===== src/charger_regs_pkg.sv =====
// constants, field layouts and carriers for the charger register bank
// assumes one 25 MHz core clock shared by the bank and the charger logic
package charger_regs_pkg;

  // clock and derived cycle counts
  localparam int unsigned CLK_PERIOD_NS = 40;
  localparam longint unsigned NS_PER_S = 64'h0000_0000_3B9A_CA00;
  localparam longint unsigned NS_PER_MS = 64'h0000_0000_000F_4240;
  localparam longint unsigned BATSW_DELAY_S = 10;
  localparam longint unsigned BATSW_DELAY_CYCLES_DEF = BATSW_DELAY_S * NS_PER_S / CLK_PERIOD_NS;
  localparam longint unsigned SAFETY_TICK_MS = 1000;
  localparam longint unsigned SAFETY_TICK_CYCLES_DEF = SAFETY_TICK_MS * NS_PER_MS / CLK_PERIOD_NS;

  // register offsets
  localparam logic [7:0] MISC_CTRL_OFFSET = 8'h07;
  localparam logic [7:0] CHARGER_STATUS_OFFSET = 8'h08;
  localparam logic [7:0] FAULT_STATUS_OFFSET = 8'h09;
  localparam logic [7:0] RESTORE_OFFSET = 8'h0B;
  localparam int unsigned RESTORE_BIT = 7;
  localparam logic [7:0] UNMAPPED_READ = 8'h00;

  typedef logic [15:0] mv_t;

  // misc_charge_control layout, bit 7 down to bit 0
  typedef struct packed {
    logic input_limit_detect_force;
    logic safety_timer_half_speed;
    logic battery_switch_off;
    logic warm_charge_voltage_select;
    logic battery_switch_off_delay;
    logic battery_switch_reset_enable;
    logic [1:0] input_floor_battery_tracking;
  } misc_ctrl_s;

  localparam misc_ctrl_s MISC_CTRL_RESET = '{
    input_limit_detect_force: 1'b0,
    safety_timer_half_speed: 1'b1,
    battery_switch_off: 1'b0,
    warm_charge_voltage_select: 1'b0,
    battery_switch_off_delay: 1'b1,
    battery_switch_reset_enable: 1'b1,
    input_floor_battery_tracking: 2'h0
  };
  // bits that survive a watchdog expiry
  localparam logic [7:0] WDOG_KEEP_MASK = 8'h2B;

  // charger_status layout
  typedef struct packed {
    logic [2:0] input_source_type;
    logic [1:0] charge_phase;
    logic power_good_flag;
    logic thermal_regulation_flag;
    logic sys_min_regulation;
  } charger_status_s;

  // fault_status layout
  typedef struct packed {
    logic host_timeout_fault;
    logic reverse_supply_fault;
    logic [1:0] charge_fault_code;
    logic battery_overvoltage_fault;
    logic [2:0] thermistor_zone_code;
  } fault_status_s;

  // reported codes
  localparam logic [2:0] SRC_NONE = 3'h0;
  localparam logic [2:0] SRC_USB_HOST = 3'h1;
  localparam logic [2:0] SRC_ADAPTER = 3'h3;
  localparam logic [2:0] SRC_OTG = 3'h7;
  localparam logic [1:0] PHASE_IDLE = 2'h0;
  localparam logic [1:0] PHASE_PRECHARGE = 2'h1;
  localparam logic [1:0] PHASE_FAST = 2'h2;
  localparam logic [1:0] PHASE_DONE = 2'h3;
  localparam logic [1:0] CFAULT_NONE = 2'h0;
  localparam logic [1:0] CFAULT_INPUT = 2'h1;
  localparam logic [1:0] CFAULT_THERMAL = 2'h2;
  localparam logic [1:0] CFAULT_TIMER = 2'h3;
  localparam logic [2:0] ZONE_NORMAL = 3'h0;
  localparam logic [2:0] ZONE_WARM = 3'h2;
  localparam logic [2:0] ZONE_COOL = 3'h3;
  localparam logic [2:0] ZONE_COLD = 3'h5;
  localparam logic [2:0] ZONE_HOT = 3'h6;

  // voltage figures in mV
  localparam mv_t WARM_MAX_MV = 16'h1004;
  localparam mv_t TRACK_OFF_MV = 16'h0000;
  localparam mv_t TRACK_200_MV = 16'h00C8;
  localparam mv_t TRACK_250_MV = 16'h00FA;
  localparam mv_t TRACK_300_MV = 16'h012C;
  localparam logic [1:0] TRACK_DISABLED = 2'h0;
  localparam logic [1:0] TRACK_200 = 2'h1;
  localparam logic [1:0] TRACK_250 = 2'h2;

  // serial bus
  localparam logic [6:0] DEV_ADDR_DEFAULT = 7'h2A;

endpackage


===== src/charger_ctrl_status_regs.sv =====
// control and status register bank of a single-cell charger
// assumes live status and charger events are synchronous to core_clk_in
// Overview of operation
// - forced input-limit detection bit self-clears when done
// - half-speed bit slows safety timer under limits
// - switch-off bit zero lets battery switch on
// - delay bit defers switch-off by ten seconds
// - reset-enable bit gates battery switch reset function
// - warm range caps charge voltage unless selected
// - tracking field picks 0/200/250/300 mV offset
// - effective input floor is max of both when tracking is enabled, input floor alone when disabled
// - input source type reports three-bit source code
// - charge phase reports two-bit charging state
// - thermal regulation bit mirrors thermal loop state
// - host timeout bit shows watchdog expiry
// - reverse supply fault shows boost blocked
// - charge fault code reports input/thermal/timer faults
// - battery overvoltage bit shows detected overvoltage
// - charge mode thermistor zone five codes
// - boost mode thermistor zone normal/cold/hot only
// - restore bit reloads defaults then self-clears
`timescale 1ns/1ps
module charger_ctrl_status_regs #(
  parameter logic [6:0] DEV_ADDR = charger_regs_pkg::DEV_ADDR_DEFAULT,
  parameter int unsigned BATSW_DELAY_CYCLES = int'(charger_regs_pkg::BATSW_DELAY_CYCLES_DEF),
  parameter int unsigned SAFETY_TICK_CYCLES = int'(charger_regs_pkg::SAFETY_TICK_CYCLES_DEF)
) (
  input wire logic core_clk_in,
  input wire logic rst_n_in,
  input wire logic scl_in,
  input wire logic sda_in,
  output logic sda_out,
  output logic sda_oe_out,
  input wire charger_regs_pkg::charger_status_s status_in,
  input wire charger_regs_pkg::fault_status_s fault_in,
  input wire logic boost_mode_in,
  input wire logic vbus_present_in,
  input wire logic detect_done_in,
  input wire logic input_limit_active_in,
  input wire logic cool_range_in,
  input wire logic warm_range_in,
  input wire logic watchdog_reset_in,
  input wire charger_regs_pkg::mv_t battery_mv_in,
  input wire charger_regs_pkg::mv_t input_voltage_floor_in,
  input wire charger_regs_pkg::mv_t charge_voltage_target_in,
  output logic input_detect_run_out,
  output logic safety_tick_out,
  output logic safety_timer_restart_out,
  output logic registers_restore_out,
  output logic battery_switch_on_out,
  output logic battery_switch_reset_enable_out,
  output charger_regs_pkg::mv_t charge_voltage_limit_out,
  output charger_regs_pkg::mv_t input_floor_limit_out
);
  import charger_regs_pkg::*;

  localparam int unsigned DLY_W = $clog2(BATSW_DELAY_CYCLES + 1);
  localparam logic [DLY_W-1:0] DLY_LAST = DLY_W'(BATSW_DELAY_CYCLES - 1);

  typedef struct packed {
    misc_ctrl_s ctrl;
    logic restore;
    logic timer_restart;
    logic sw_on;
    logic [DLY_W-1:0] dly;
    charger_status_s status;
    fault_status_s fault;
    mv_t charge_voltage_target_eff;
    mv_t floor_eff;
  } bank_s;

  bank_s s;
  bank_s next_s;
  logic [7:0] reg_addr;
  logic [7:0] wr_data;
  logic wr_strobe;
  logic [7:0] rd_data;
  logic slow;
  mv_t track_off;
  mv_t tracked_floor;
  fault_status_s fault_view;

  i2c_target #(
    .DEV_ADDR(DEV_ADDR)
  ) u_bus (
    .core_clk_in(core_clk_in),
    .rst_n_in(rst_n_in),
    .scl_in(scl_in),
    .sda_in(sda_in),
    .sda_out(sda_out),
    .sda_oe_out(sda_oe_out),
    .rd_data_in(rd_data),
    .reg_addr_out(reg_addr),
    .wr_data_out(wr_data),
    .wr_strobe_out(wr_strobe)
  );

  assign slow = s.ctrl.safety_timer_half_speed &
                (input_limit_active_in | cool_range_in | s.status.thermal_regulation_flag);

  safety_tick_gen #(
    .TICK_CYCLES(SAFETY_TICK_CYCLES)
  ) u_tick (
    .core_clk_in(core_clk_in),
    .rst_n_in(rst_n_in),
    .restart_in(s.timer_restart),
    .slow_in(slow),
    .tick_out(safety_tick_out)
  );

  // tracking offset and tracked floor
  always_comb begin
    unique case (s.ctrl.input_floor_battery_tracking)
      TRACK_DISABLED: track_off = TRACK_OFF_MV;
      TRACK_200: track_off = TRACK_200_MV;
      TRACK_250: track_off = TRACK_250_MV;
      default: track_off = TRACK_300_MV;
    endcase
  end
  assign tracked_floor = battery_mv_in + track_off;

  // in boost mode only normal, cold and hot are reported
  always_comb begin
    fault_view = fault_in;
    if (boost_mode_in && fault_in.thermistor_zone_code != ZONE_COLD &&
        fault_in.thermistor_zone_code != ZONE_HOT) begin
      fault_view.thermistor_zone_code = ZONE_NORMAL;
    end
  end

  always_comb begin
    next_s = s;
    next_s.timer_restart = 1'b0;
    // live status snapshot every cycle
    next_s.status = status_in;
    next_s.fault = fault_view;
    if (detect_done_in) begin
      next_s.ctrl.input_limit_detect_force = 1'b0;
    end
    if (watchdog_reset_in) begin
      next_s.ctrl = misc_ctrl_s'((s.ctrl & WDOG_KEEP_MASK) | (MISC_CTRL_RESET & ~WDOG_KEEP_MASK));
    end
    // host writes win over hardware clears; status offsets ignore writes
    if (wr_strobe) begin
      case (reg_addr)
        MISC_CTRL_OFFSET: next_s.ctrl = misc_ctrl_s'(wr_data);
        RESTORE_OFFSET: next_s.restore = wr_data[RESTORE_BIT];
        default: begin
        end
      endcase
    end
    if (s.restore) begin
      next_s.ctrl = MISC_CTRL_RESET;
      next_s.restore = 1'b0;
      next_s.timer_restart = 1'b1;
    end
    // battery switch control
    if (!s.ctrl.battery_switch_off) begin
      next_s.sw_on = 1'b1;
      next_s.dly = '0;
    end else if (!s.ctrl.battery_switch_off_delay || s.dly == DLY_LAST) begin
      next_s.sw_on = 1'b0;
    end else begin
      next_s.dly = s.dly + 1'b1;
    end
    // warm range cap
    if (warm_range_in && !s.ctrl.warm_charge_voltage_select &&
        charge_voltage_target_in > WARM_MAX_MV) begin
      next_s.charge_voltage_target_eff = WARM_MAX_MV;
    end else begin
      next_s.charge_voltage_target_eff = charge_voltage_target_in;
    end
    if (s.ctrl.input_floor_battery_tracking != TRACK_DISABLED &&
        tracked_floor > input_voltage_floor_in) begin
      next_s.floor_eff = tracked_floor;
    end else begin
      next_s.floor_eff = input_voltage_floor_in;
    end
  end

  always_ff @(posedge core_clk_in or negedge rst_n_in) begin
    if (!rst_n_in) begin
      s <= '{ctrl: MISC_CTRL_RESET, sw_on: 1'b1, default: '0};
    end else begin
      s <= next_s;
    end
  end

  // read mux, unmapped offsets read zero
  always_comb begin
    case (reg_addr)
      MISC_CTRL_OFFSET: rd_data = s.ctrl;
      CHARGER_STATUS_OFFSET: rd_data = s.status;
      FAULT_STATUS_OFFSET: rd_data = s.fault;
      RESTORE_OFFSET: rd_data = {s.restore, 7'h00};
      default: rd_data = UNMAPPED_READ;
    endcase
  end

  assign input_detect_run_out = s.ctrl.input_limit_detect_force & vbus_present_in;
  assign safety_timer_restart_out = s.timer_restart;
  assign registers_restore_out = s.timer_restart;
  assign battery_switch_on_out = s.sw_on;
  assign battery_switch_reset_enable_out = s.ctrl.battery_switch_reset_enable;
  assign charge_voltage_limit_out = s.charge_voltage_target_eff;
  assign input_floor_limit_out = s.floor_eff;
endmodule


===== src/safety_tick_gen.sv =====
// safety timer time base with a half-rate mode
// assumes restart_in is a one-cycle pulse on the core clock
`timescale 1ns/1ps
module safety_tick_gen #(
  parameter int unsigned TICK_CYCLES = 25000000
) (
  input wire logic core_clk_in,
  input wire logic rst_n_in,
  input wire logic restart_in,
  input wire logic slow_in,
  output logic tick_out
);
  import charger_regs_pkg::*;

  localparam int unsigned CNT_W = $clog2(TICK_CYCLES + 1);
  localparam logic [CNT_W-1:0] CNT_LAST = CNT_W'(TICK_CYCLES - 1);

  typedef struct packed {
    logic [CNT_W-1:0] cnt;
    logic phase;
    logic tick;
  } tick_s;

  tick_s s;
  tick_s next_s;

  always_comb begin
    next_s = s;
    next_s.tick = 1'b0;
    if (restart_in) begin
      next_s.cnt = '0;
      next_s.phase = 1'b0;
    end else if (s.cnt == CNT_LAST) begin
      next_s.cnt = '0;
      // slow mode emits every second period
      if (slow_in) begin
        next_s.phase = ~s.phase;
        next_s.tick = s.phase;
      end else begin
        next_s.phase = 1'b0;
        next_s.tick = 1'b1;
      end
    end else begin
      next_s.cnt = s.cnt + 1'b1;
    end
  end

  always_ff @(posedge core_clk_in or negedge rst_n_in) begin
    if (!rst_n_in) begin
      s <= '0;
    end else begin
      s <= next_s;
    end
  end

  assign tick_out = s.tick;
endmodule


===== src/i2c_target.sv =====
// serial bus target: byte pointer, auto increment, register strobes
// assumes scl and sda come from open-drain pins outside the clock domain
`timescale 1ns/1ps
module i2c_target #(
  parameter logic [6:0] DEV_ADDR = charger_regs_pkg::DEV_ADDR_DEFAULT
) (
  input wire logic core_clk_in,
  input wire logic rst_n_in,
  input wire logic scl_in,
  input wire logic sda_in,
  output logic sda_out,
  output logic sda_oe_out,
  input wire logic [7:0] rd_data_in,
  output logic [7:0] reg_addr_out,
  output logic [7:0] wr_data_out,
  output logic wr_strobe_out
);
  import charger_regs_pkg::*;

  typedef enum {
    BUS_IDLE, BUS_ADDR, BUS_ADDR_ACK, BUS_PTR, BUS_PTR_ACK,
    BUS_WDATA, BUS_WDATA_ACK, BUS_RDATA, BUS_RDATA_ACK
  } bus_state_e;

  typedef struct packed {
    bus_state_e st;
    logic [1:0] scl_sync;
    logic [1:0] sda_sync;
    logic scl_prev;
    logic sda_prev;
    logic [7:0] shift;
    logic [2:0] bits;
    logic full;
    logic rw;
    logic nack;
    logic [7:0] ptr;
    logic drive;
    logic wr;
  } bus_s;

  bus_s s;
  bus_s next_s;
  logic scl;
  logic sda;
  logic rise;
  logic fall;
  logic start;
  logic stop;

  assign scl = s.scl_sync[1];
  assign sda = s.sda_sync[1];
  assign rise = scl & ~s.scl_prev;
  assign fall = ~scl & s.scl_prev;
  assign start = scl & s.scl_prev & s.sda_prev & ~sda;
  assign stop = scl & s.scl_prev & ~s.sda_prev & sda;

  always_comb begin
    next_s = s;
    next_s.scl_sync = {s.scl_sync[0], scl_in};
    next_s.sda_sync = {s.sda_sync[0], sda_in};
    next_s.scl_prev = scl;
    next_s.sda_prev = sda;
    next_s.wr = 1'b0;
    if (start) begin
      next_s.st = BUS_ADDR;
      next_s.bits = '0;
      next_s.full = 1'b0;
      next_s.drive = 1'b0;
    end else if (stop) begin
      next_s.st = BUS_IDLE;
      next_s.drive = 1'b0;
    end else if (rise) begin
      unique case (s.st)
        BUS_ADDR, BUS_PTR, BUS_WDATA: begin
          next_s.shift = {s.shift[6:0], sda};
          next_s.bits = s.bits + 1'b1;
          next_s.full = (s.bits == 3'h7);
        end
        BUS_RDATA_ACK: begin
          next_s.nack = sda;
          next_s.ptr = s.ptr + 1'b1;
        end
        BUS_IDLE, BUS_ADDR_ACK, BUS_PTR_ACK, BUS_WDATA_ACK, BUS_RDATA: begin
        end
      endcase
    end else if (fall) begin
      unique case (s.st)
        BUS_ADDR: if (s.full) begin
          next_s.full = 1'b0;
          if (s.shift[7:1] == DEV_ADDR) begin
            next_s.drive = 1'b1;
            next_s.rw = s.shift[0];
            next_s.st = BUS_ADDR_ACK;
          end else begin
            next_s.st = BUS_IDLE;
          end
        end
        BUS_PTR: if (s.full) begin
          next_s.full = 1'b0;
          next_s.ptr = s.shift;
          next_s.drive = 1'b1;
          next_s.st = BUS_PTR_ACK;
        end
        BUS_WDATA: if (s.full) begin
          next_s.full = 1'b0;
          next_s.wr = 1'b1;
          next_s.drive = 1'b1;
          next_s.st = BUS_WDATA_ACK;
        end
        BUS_ADDR_ACK: begin
          next_s.bits = '0;
          if (s.rw) begin
            next_s.shift = rd_data_in;
            next_s.drive = ~rd_data_in[7];
            next_s.st = BUS_RDATA;
          end else begin
            next_s.drive = 1'b0;
            next_s.st = BUS_PTR;
          end
        end
        BUS_PTR_ACK: begin
          next_s.drive = 1'b0;
          next_s.st = BUS_WDATA;
        end
        BUS_WDATA_ACK: begin
          next_s.drive = 1'b0;
          next_s.ptr = s.ptr + 1'b1;
          next_s.st = BUS_WDATA;
        end
        BUS_RDATA: begin
          if (s.bits == 3'h7) begin
            next_s.drive = 1'b0;
            next_s.bits = '0;
            next_s.st = BUS_RDATA_ACK;
          end else begin
            next_s.shift = {s.shift[6:0], 1'b0};
            next_s.drive = ~s.shift[6];
            next_s.bits = s.bits + 1'b1;
          end
        end
        BUS_RDATA_ACK: begin
          if (s.nack) begin
            next_s.drive = 1'b0;
            next_s.st = BUS_IDLE;
          end else begin
            next_s.shift = rd_data_in;
            next_s.drive = ~rd_data_in[7];
            next_s.st = BUS_RDATA;
          end
        end
        BUS_IDLE: begin
        end
      endcase
    end
  end

  always_ff @(posedge core_clk_in or negedge rst_n_in) begin
    if (!rst_n_in) begin
      s <= '{st: BUS_IDLE, scl_sync: 2'h3, sda_sync: 2'h3, scl_prev: 1'b1, sda_prev: 1'b1,
             default: '0};
    end else begin
      s <= next_s;
    end
  end

  assign sda_out = 1'b0;
  assign sda_oe_out = s.drive;
  assign reg_addr_out = s.ptr;
  assign wr_data_out = s.shift;
  assign wr_strobe_out = s.wr;

endmodule


===== config.mk =====
export PLATFORM = sky130hd
export DESIGN_NAME = charger_ctrl_status_regs
export DESIGN_NICKNAME = d
export VERILOG_FILES = /design/src/charger_regs_pkg.sv /design/src/charger_ctrl_status_regs.sv /design/src/safety_tick_gen.sv /design/src/i2c_target.sv
export SDC_FILE = /design/constraint.sdc
export NUM_CORES = 1
export LEC_CHECK = 0
export BUFFER_PORTS_ARGS = -buffer_cell sky130_fd_sc_hd__buf_2
export CORE_MARGIN = 1
export CORE_UTILIZATION = 55
export DETAILED_ROUTE_END_ITERATION = 8
export GPL_TIMING_DRIVEN = 0
export MAX_ROUTING_LAYER = met4
export PLACE_DENSITY = 0.89
export SYNTH_ARGS = -nofsm -noshare
export SYNTH_HDL_FRONTEND = slang
export SYNTH_SLANG_ARGS = --single-unit

===== constraint.sdc =====
create_clock -name core_clk_in -period 7.65 [get_ports core_clk_in]
set_clock_uncertainty 0.2 [all_clocks]
set_input_delay 0.3825 -clock core_clk_in [delete_from_list [all_inputs] [get_ports core_clk_in]]
set_output_delay 0.3825 -clock core_clk_in [all_outputs]
set_load 0.01 [all_outputs]

; ---- Word-level counts from Yosys, hierarchy flattened
; Cells that the tools add are included.
[totals]
elab_cells = 199
ff_bits = 176
out_inout_bits = 40
[op_classes]
n_lt_le_gt_ge = 2
bitwise = 21
n_reduce_logical = 30
n_addsub = 5
n_eq_ne = 36
muxes = 66
[op_table]
columns = op, count
row1 = 32-bit two-way mux, 8
row2 = 32-bit one-hot mux with 7 select lines, 1
row3 = "32-bit by 3-bit == test with 1-bit output, second input constant", 4
row4 = "32-bit by 2-bit == test with 1-bit output, second input constant", 2
row5 = 8-bit two-way mux, 6
row6 = "32-bit by 1-bit == test with 1-bit output, second input constant", 1
row7 = "32-bit by 4-bit == test with 1-bit output, second input constant", 1
row8 = 16-bit two-way mux, 2
row9 = 8-bit one-hot mux with 4 select lines, 1
row10 = 29-bit two-way mux, 1
row11 = "28-bit by 1-bit adder with 28-bit output, second input constant", 1
row12 = "28-bit == test, second input constant", 1
row13 = 28-bit two-way mux, 1
row14 = 9-bit two-way mux, 3
row15 = 9-bit one-hot mux with 3 select lines, 1
row16 = 26-bit two-way mux, 1
row17 = "25-bit by 1-bit adder with 25-bit output, second input constant", 1
row18 = "25-bit == test, second input constant", 1
row19 = 25-bit two-way mux, 1
row20 = "8-bit by 4-bit == test with 1-bit output, second input constant", 3
row21 = 12-bit two-way mux, 2
row22 = 8-bit one-hot mux with 3 select lines, 1
row23 = 7-bit AND reduction, 3
row24 = 10-bit two-way mux, 2
row25 = 42 further kinds, 111

; ---- Logic depth before layout (Yosys ltp)
[depth]
word_depth = 9
ltp_mapped = 18
depth_no_buf = 17

; ---- By module
; A second synthesis with hierarchy kept.
[hier_totals]
hier_cells = 911
area_unflattened_um2 = 8846.0
[modules_own_cells]
columns = mod, instances, cells_per_inst, area_each_um2
row1 = charger_ctrl_status_regs, 1, 529, 5161.2
row2 = i2c_target, 1, 244, 2289.7
row3 = safety_tick_gen, 1, 138, 1395.1

; ---- Least setup slack after synthesis
; OpenSTA, ideal clock, no wires.
[synth_timing]
kind = reg-to-reg
from = register s[80] (netlist name)
to = register s, in the netlist input_floor_limit_out[10]
setup_ps = 125
t_arrival_ps = 3761
path_slack_ps = 3564
stages_incl_launch_ff = 17
path_buffers = 2
path_cell_list = dfrtp_1 > ha_1 > buf_2 > xor2_1 > ha_1 > a211oi_1 > o31ai_1 > o21ai_0 > o21ai_1 > nand3_1 > xnor2_1 > ha_1 > and3_1 > nand4_1 > o311ai_2 > buf_2 > mux2_2
[synth_rtl]
columns = element, line_no
row1 = "start, declared", charger_ctrl_status_regs.sv:72  ; bank_s s;
row2 = "start signal, assigned", charger_ctrl_status_regs.sv:185  ; s <= next_s;

==> results.txt <==
outcome: finished, final reports clean
drt drc: 0
RD Place Congestion: 0.897
diode count: 0
antenna-violating nets left: 0
initial antenna violation count: 0
critical path cell sequence: ha_1, buf_2, xor2_1, ha_1, a21oi_1, o211ai_1, o21ai_0, o21ai_1, nand4_1, xnor2_1, ha_1, and3_1, nand4_1, o311ai_2, buf_2, mux2_2
Synth Instances: 876
IO Port Bufs: 113
max-slew violations: 0
RSZ-0062 raised after global routing: false
placed cell count: 1178
Worst setup EP type: register
delay-heaviest family, CP: compound AO/OA/AOI/OAI gates
post-CTS setup buffer count: 0
first-pass GRT wire length: 33800 microns
slew at the pin with the worst max-slew slack: 0.692 ns
Starting Density: 56.0%
fmax: 208 MHz
Startpoint Class: register
Synth Area per Inst: 9.68 sq um
pre-CTS WS: 2.93 ns
cts repair resizes: 0
TritonCTS Buffers: 17
Slew HR: 53.8%
most common cell after layout, fill and taps aside: dfrtp_1
largest net degree at the start of global routing: 77
CTS H-tree lvls: 4
Die Area: 0.0159 sq mm
CTS max path bufs: 2
Die Ht: 126 microns
Worst R2R Setup Slack: 2.85 ns
Final setup viols: 0
Seq cells post-synth: 148
post-route cell area: 0.0104 sq mm
power per cell area: 189 mW/mm^2
Hold Crit Class: in -> reg
Leakage: 4.91 nW
GR Util All Layers: 27.7%
dpl hpwl: 13700 microns
yosys synthesis warning count: 0
Max Cap Viol: 0
CP required: 7.76 ns
most frequent cells in the layout: dfrtp_1, buf_2, nor2_1
Post-Place Cell Area: 0.00932 sq mm
WL per Instance: 16.3 microns
total grt overflow: 0
register area share after synthesis: 43.8%
Post-Syn Nets: 989
slowest library cell on the worst path: o311ai_2
routed via count: 7058
Synth Flop Type: dfrtp_1
EDFF count, synth: 0
final hold vios: 0
CP bufs+invs: 2
CTS tree: done
Layout area overhead: 22.3%
final wirelength: 20300 microns
Final period util: 62.8%
Data arrival, critical path: 4.91 ns
Worst Slack Setup Final: 2.85 ns
clock root buffer: clkbuf_16
number of library cell types mapped by synthesis: 75
Rows: 45
core area: 0.0151 sq mm
Nets: 1158
Initial DRT Pass Iterations: 5
asr flop ratio synth: 100%
minimum clock period: 4.80 ns
Critical Path Fanout Max: 10
mapped cell area: 0.00848 sq mm
most used cell, CP: ha_1
Setup CP Type: reg -> reg
Worst-path clk slew: 0.06 ns
number of fill cells: 1035
Clock Latency Late Sink: 0.43 ns
vias per inst: 5.66
IO Count: 115
Iter 0 DRT Violations: 591
Clock Sinks: 148
layout cells sized above 1: 23.5%
Die W: 126 microns
Layout Cells excl Fill: 1246
peak supply drop: 0.162 mV
number of global-route vias before repair: 7112
# hold bufs at CTS: 35
setup_tns: 0 ns
crit-path max cell delay: 0.67 ns
## sequential cells by signal (all words and copies together), names as in the netlist
register and flops:
battery_switch_on_out 1, battery_switch_reset_enable_out 1, charge_voltage_limit_out 16, input_floor_limit_out 16, registers_restore_out 1, s 52, u_bus.next_s 4, u_bus.reg_addr_out 8
u_bus.s 12, u_bus.sda_oe_out 1, u_bus.wr_data_out 8, u_bus.wr_strobe_out 1, u_tick.s 26, u_tick.tick_out 1
## report_power, final
part,internal (mW),switching [mW],total (mW)
Clock,0.649,0.334,0.982
Sequential,0.806,0.0127,0.818
Combinational,0.0800,0.0855,0.165
Total,1.53,0.432,1.97
## cell usage after synthesis (4+ instances only)
library cell	instances	area [sq um]
dfrtp_1	138	3450
nor2_1	75	282
nand2_1	62	233
a21oi_1	52	260
inv_1	41	154
o21ai_0	40	200
ha_1	38	475
buf_4	36	270
and2_1	35	219
xor2_1	32	280
nand3_1	31	155
xnor2_1	29	254
mux2_2	27	304
and3_1	20	125
nor2b_1	20	125
clkbuf_1	16	60.1
nand4_1	16	100
nor3_1	16	80.1
nand2b_1	15	93.8
dfstp_2	10	263
buf_2	9	45.0
a21boi_0	8	60.1
o211ai_1	7	52.6
a221oi_1	6	52.6
and4_1	6	52.6
mux2i_1	6	60.1
or3_1	6	37.5
a211oi_1	5	37.5
nand3b_1	5	37.5
or2_2	5	31.3
nor3b_1	4	30.0
## metal layers
metal / share of wire (%) / track usage [%]
met1: 42 / 31.9
met5: 0 / -
met4: 2.3 / 10.2
met3: 4.5 / 5.52
met2: 51 / 47.8
## kinds of logic after synthesis
logic type | after synthesis | share of synthesized area [%]
simple gates | 337 | 21.9
buf+inv | 104 | 6.42
flops | 148 | 43.8
fa+ha+maj | 38 | 5.60
compound gates | 154 | 11.7
other cells | 1 | 0.0442
mux | 33 | 4.29
xor+xnor | 61 | 6.30
## metrics by stage
stage | power (mW) | hold WS [ns] | util, %
after global placement | 0.973 | 0.146 | 61.3
after global routing | 2.03 | 0.000422 | 68.5
after detailed placement | 0.980 | 0.151 | 61.5
after CTS | 1.97 | 0.00194 | 68.5
final | 1.97 | 0.00757 | 68.5
after floorplan | 0.909 | -0.113 | -
## path summary, 6_finish.rpt
path | end | depth (start not counted) | start
hold / removal | input_floor_limit_out[9] | 2 | input_voltage_floor_in[9]
max in group asynchronous | battery_switch_reset_enable_out | 3 | rst_n_in
setup reg to reg | input_floor_limit_out[6] | 16 | s[80]
setup / recovery | input_floor_limit_out[6] | 16 | s[80]
min in group asynchronous | u_bus.s[31] | 2 | rst_n_in
hold reg to reg | u_bus.next_s[24] | 0 | u_bus.next_s[27]
## layout make-up
cell class	count	area (sq um)	area share (%)
Clock inverter	11	219	2.11
Inverter	41	154	1.48
Buffer	63	390	3.76
Timing Repair Buffer	150	960	9.25
Tap cell	188	235	2.27
Clock buffer	21	480	4.63
Multi-Input combinational cell	624	4220	40.7
Sequential cell	148	3720	35.8
(Power assumes the default switching activity.)
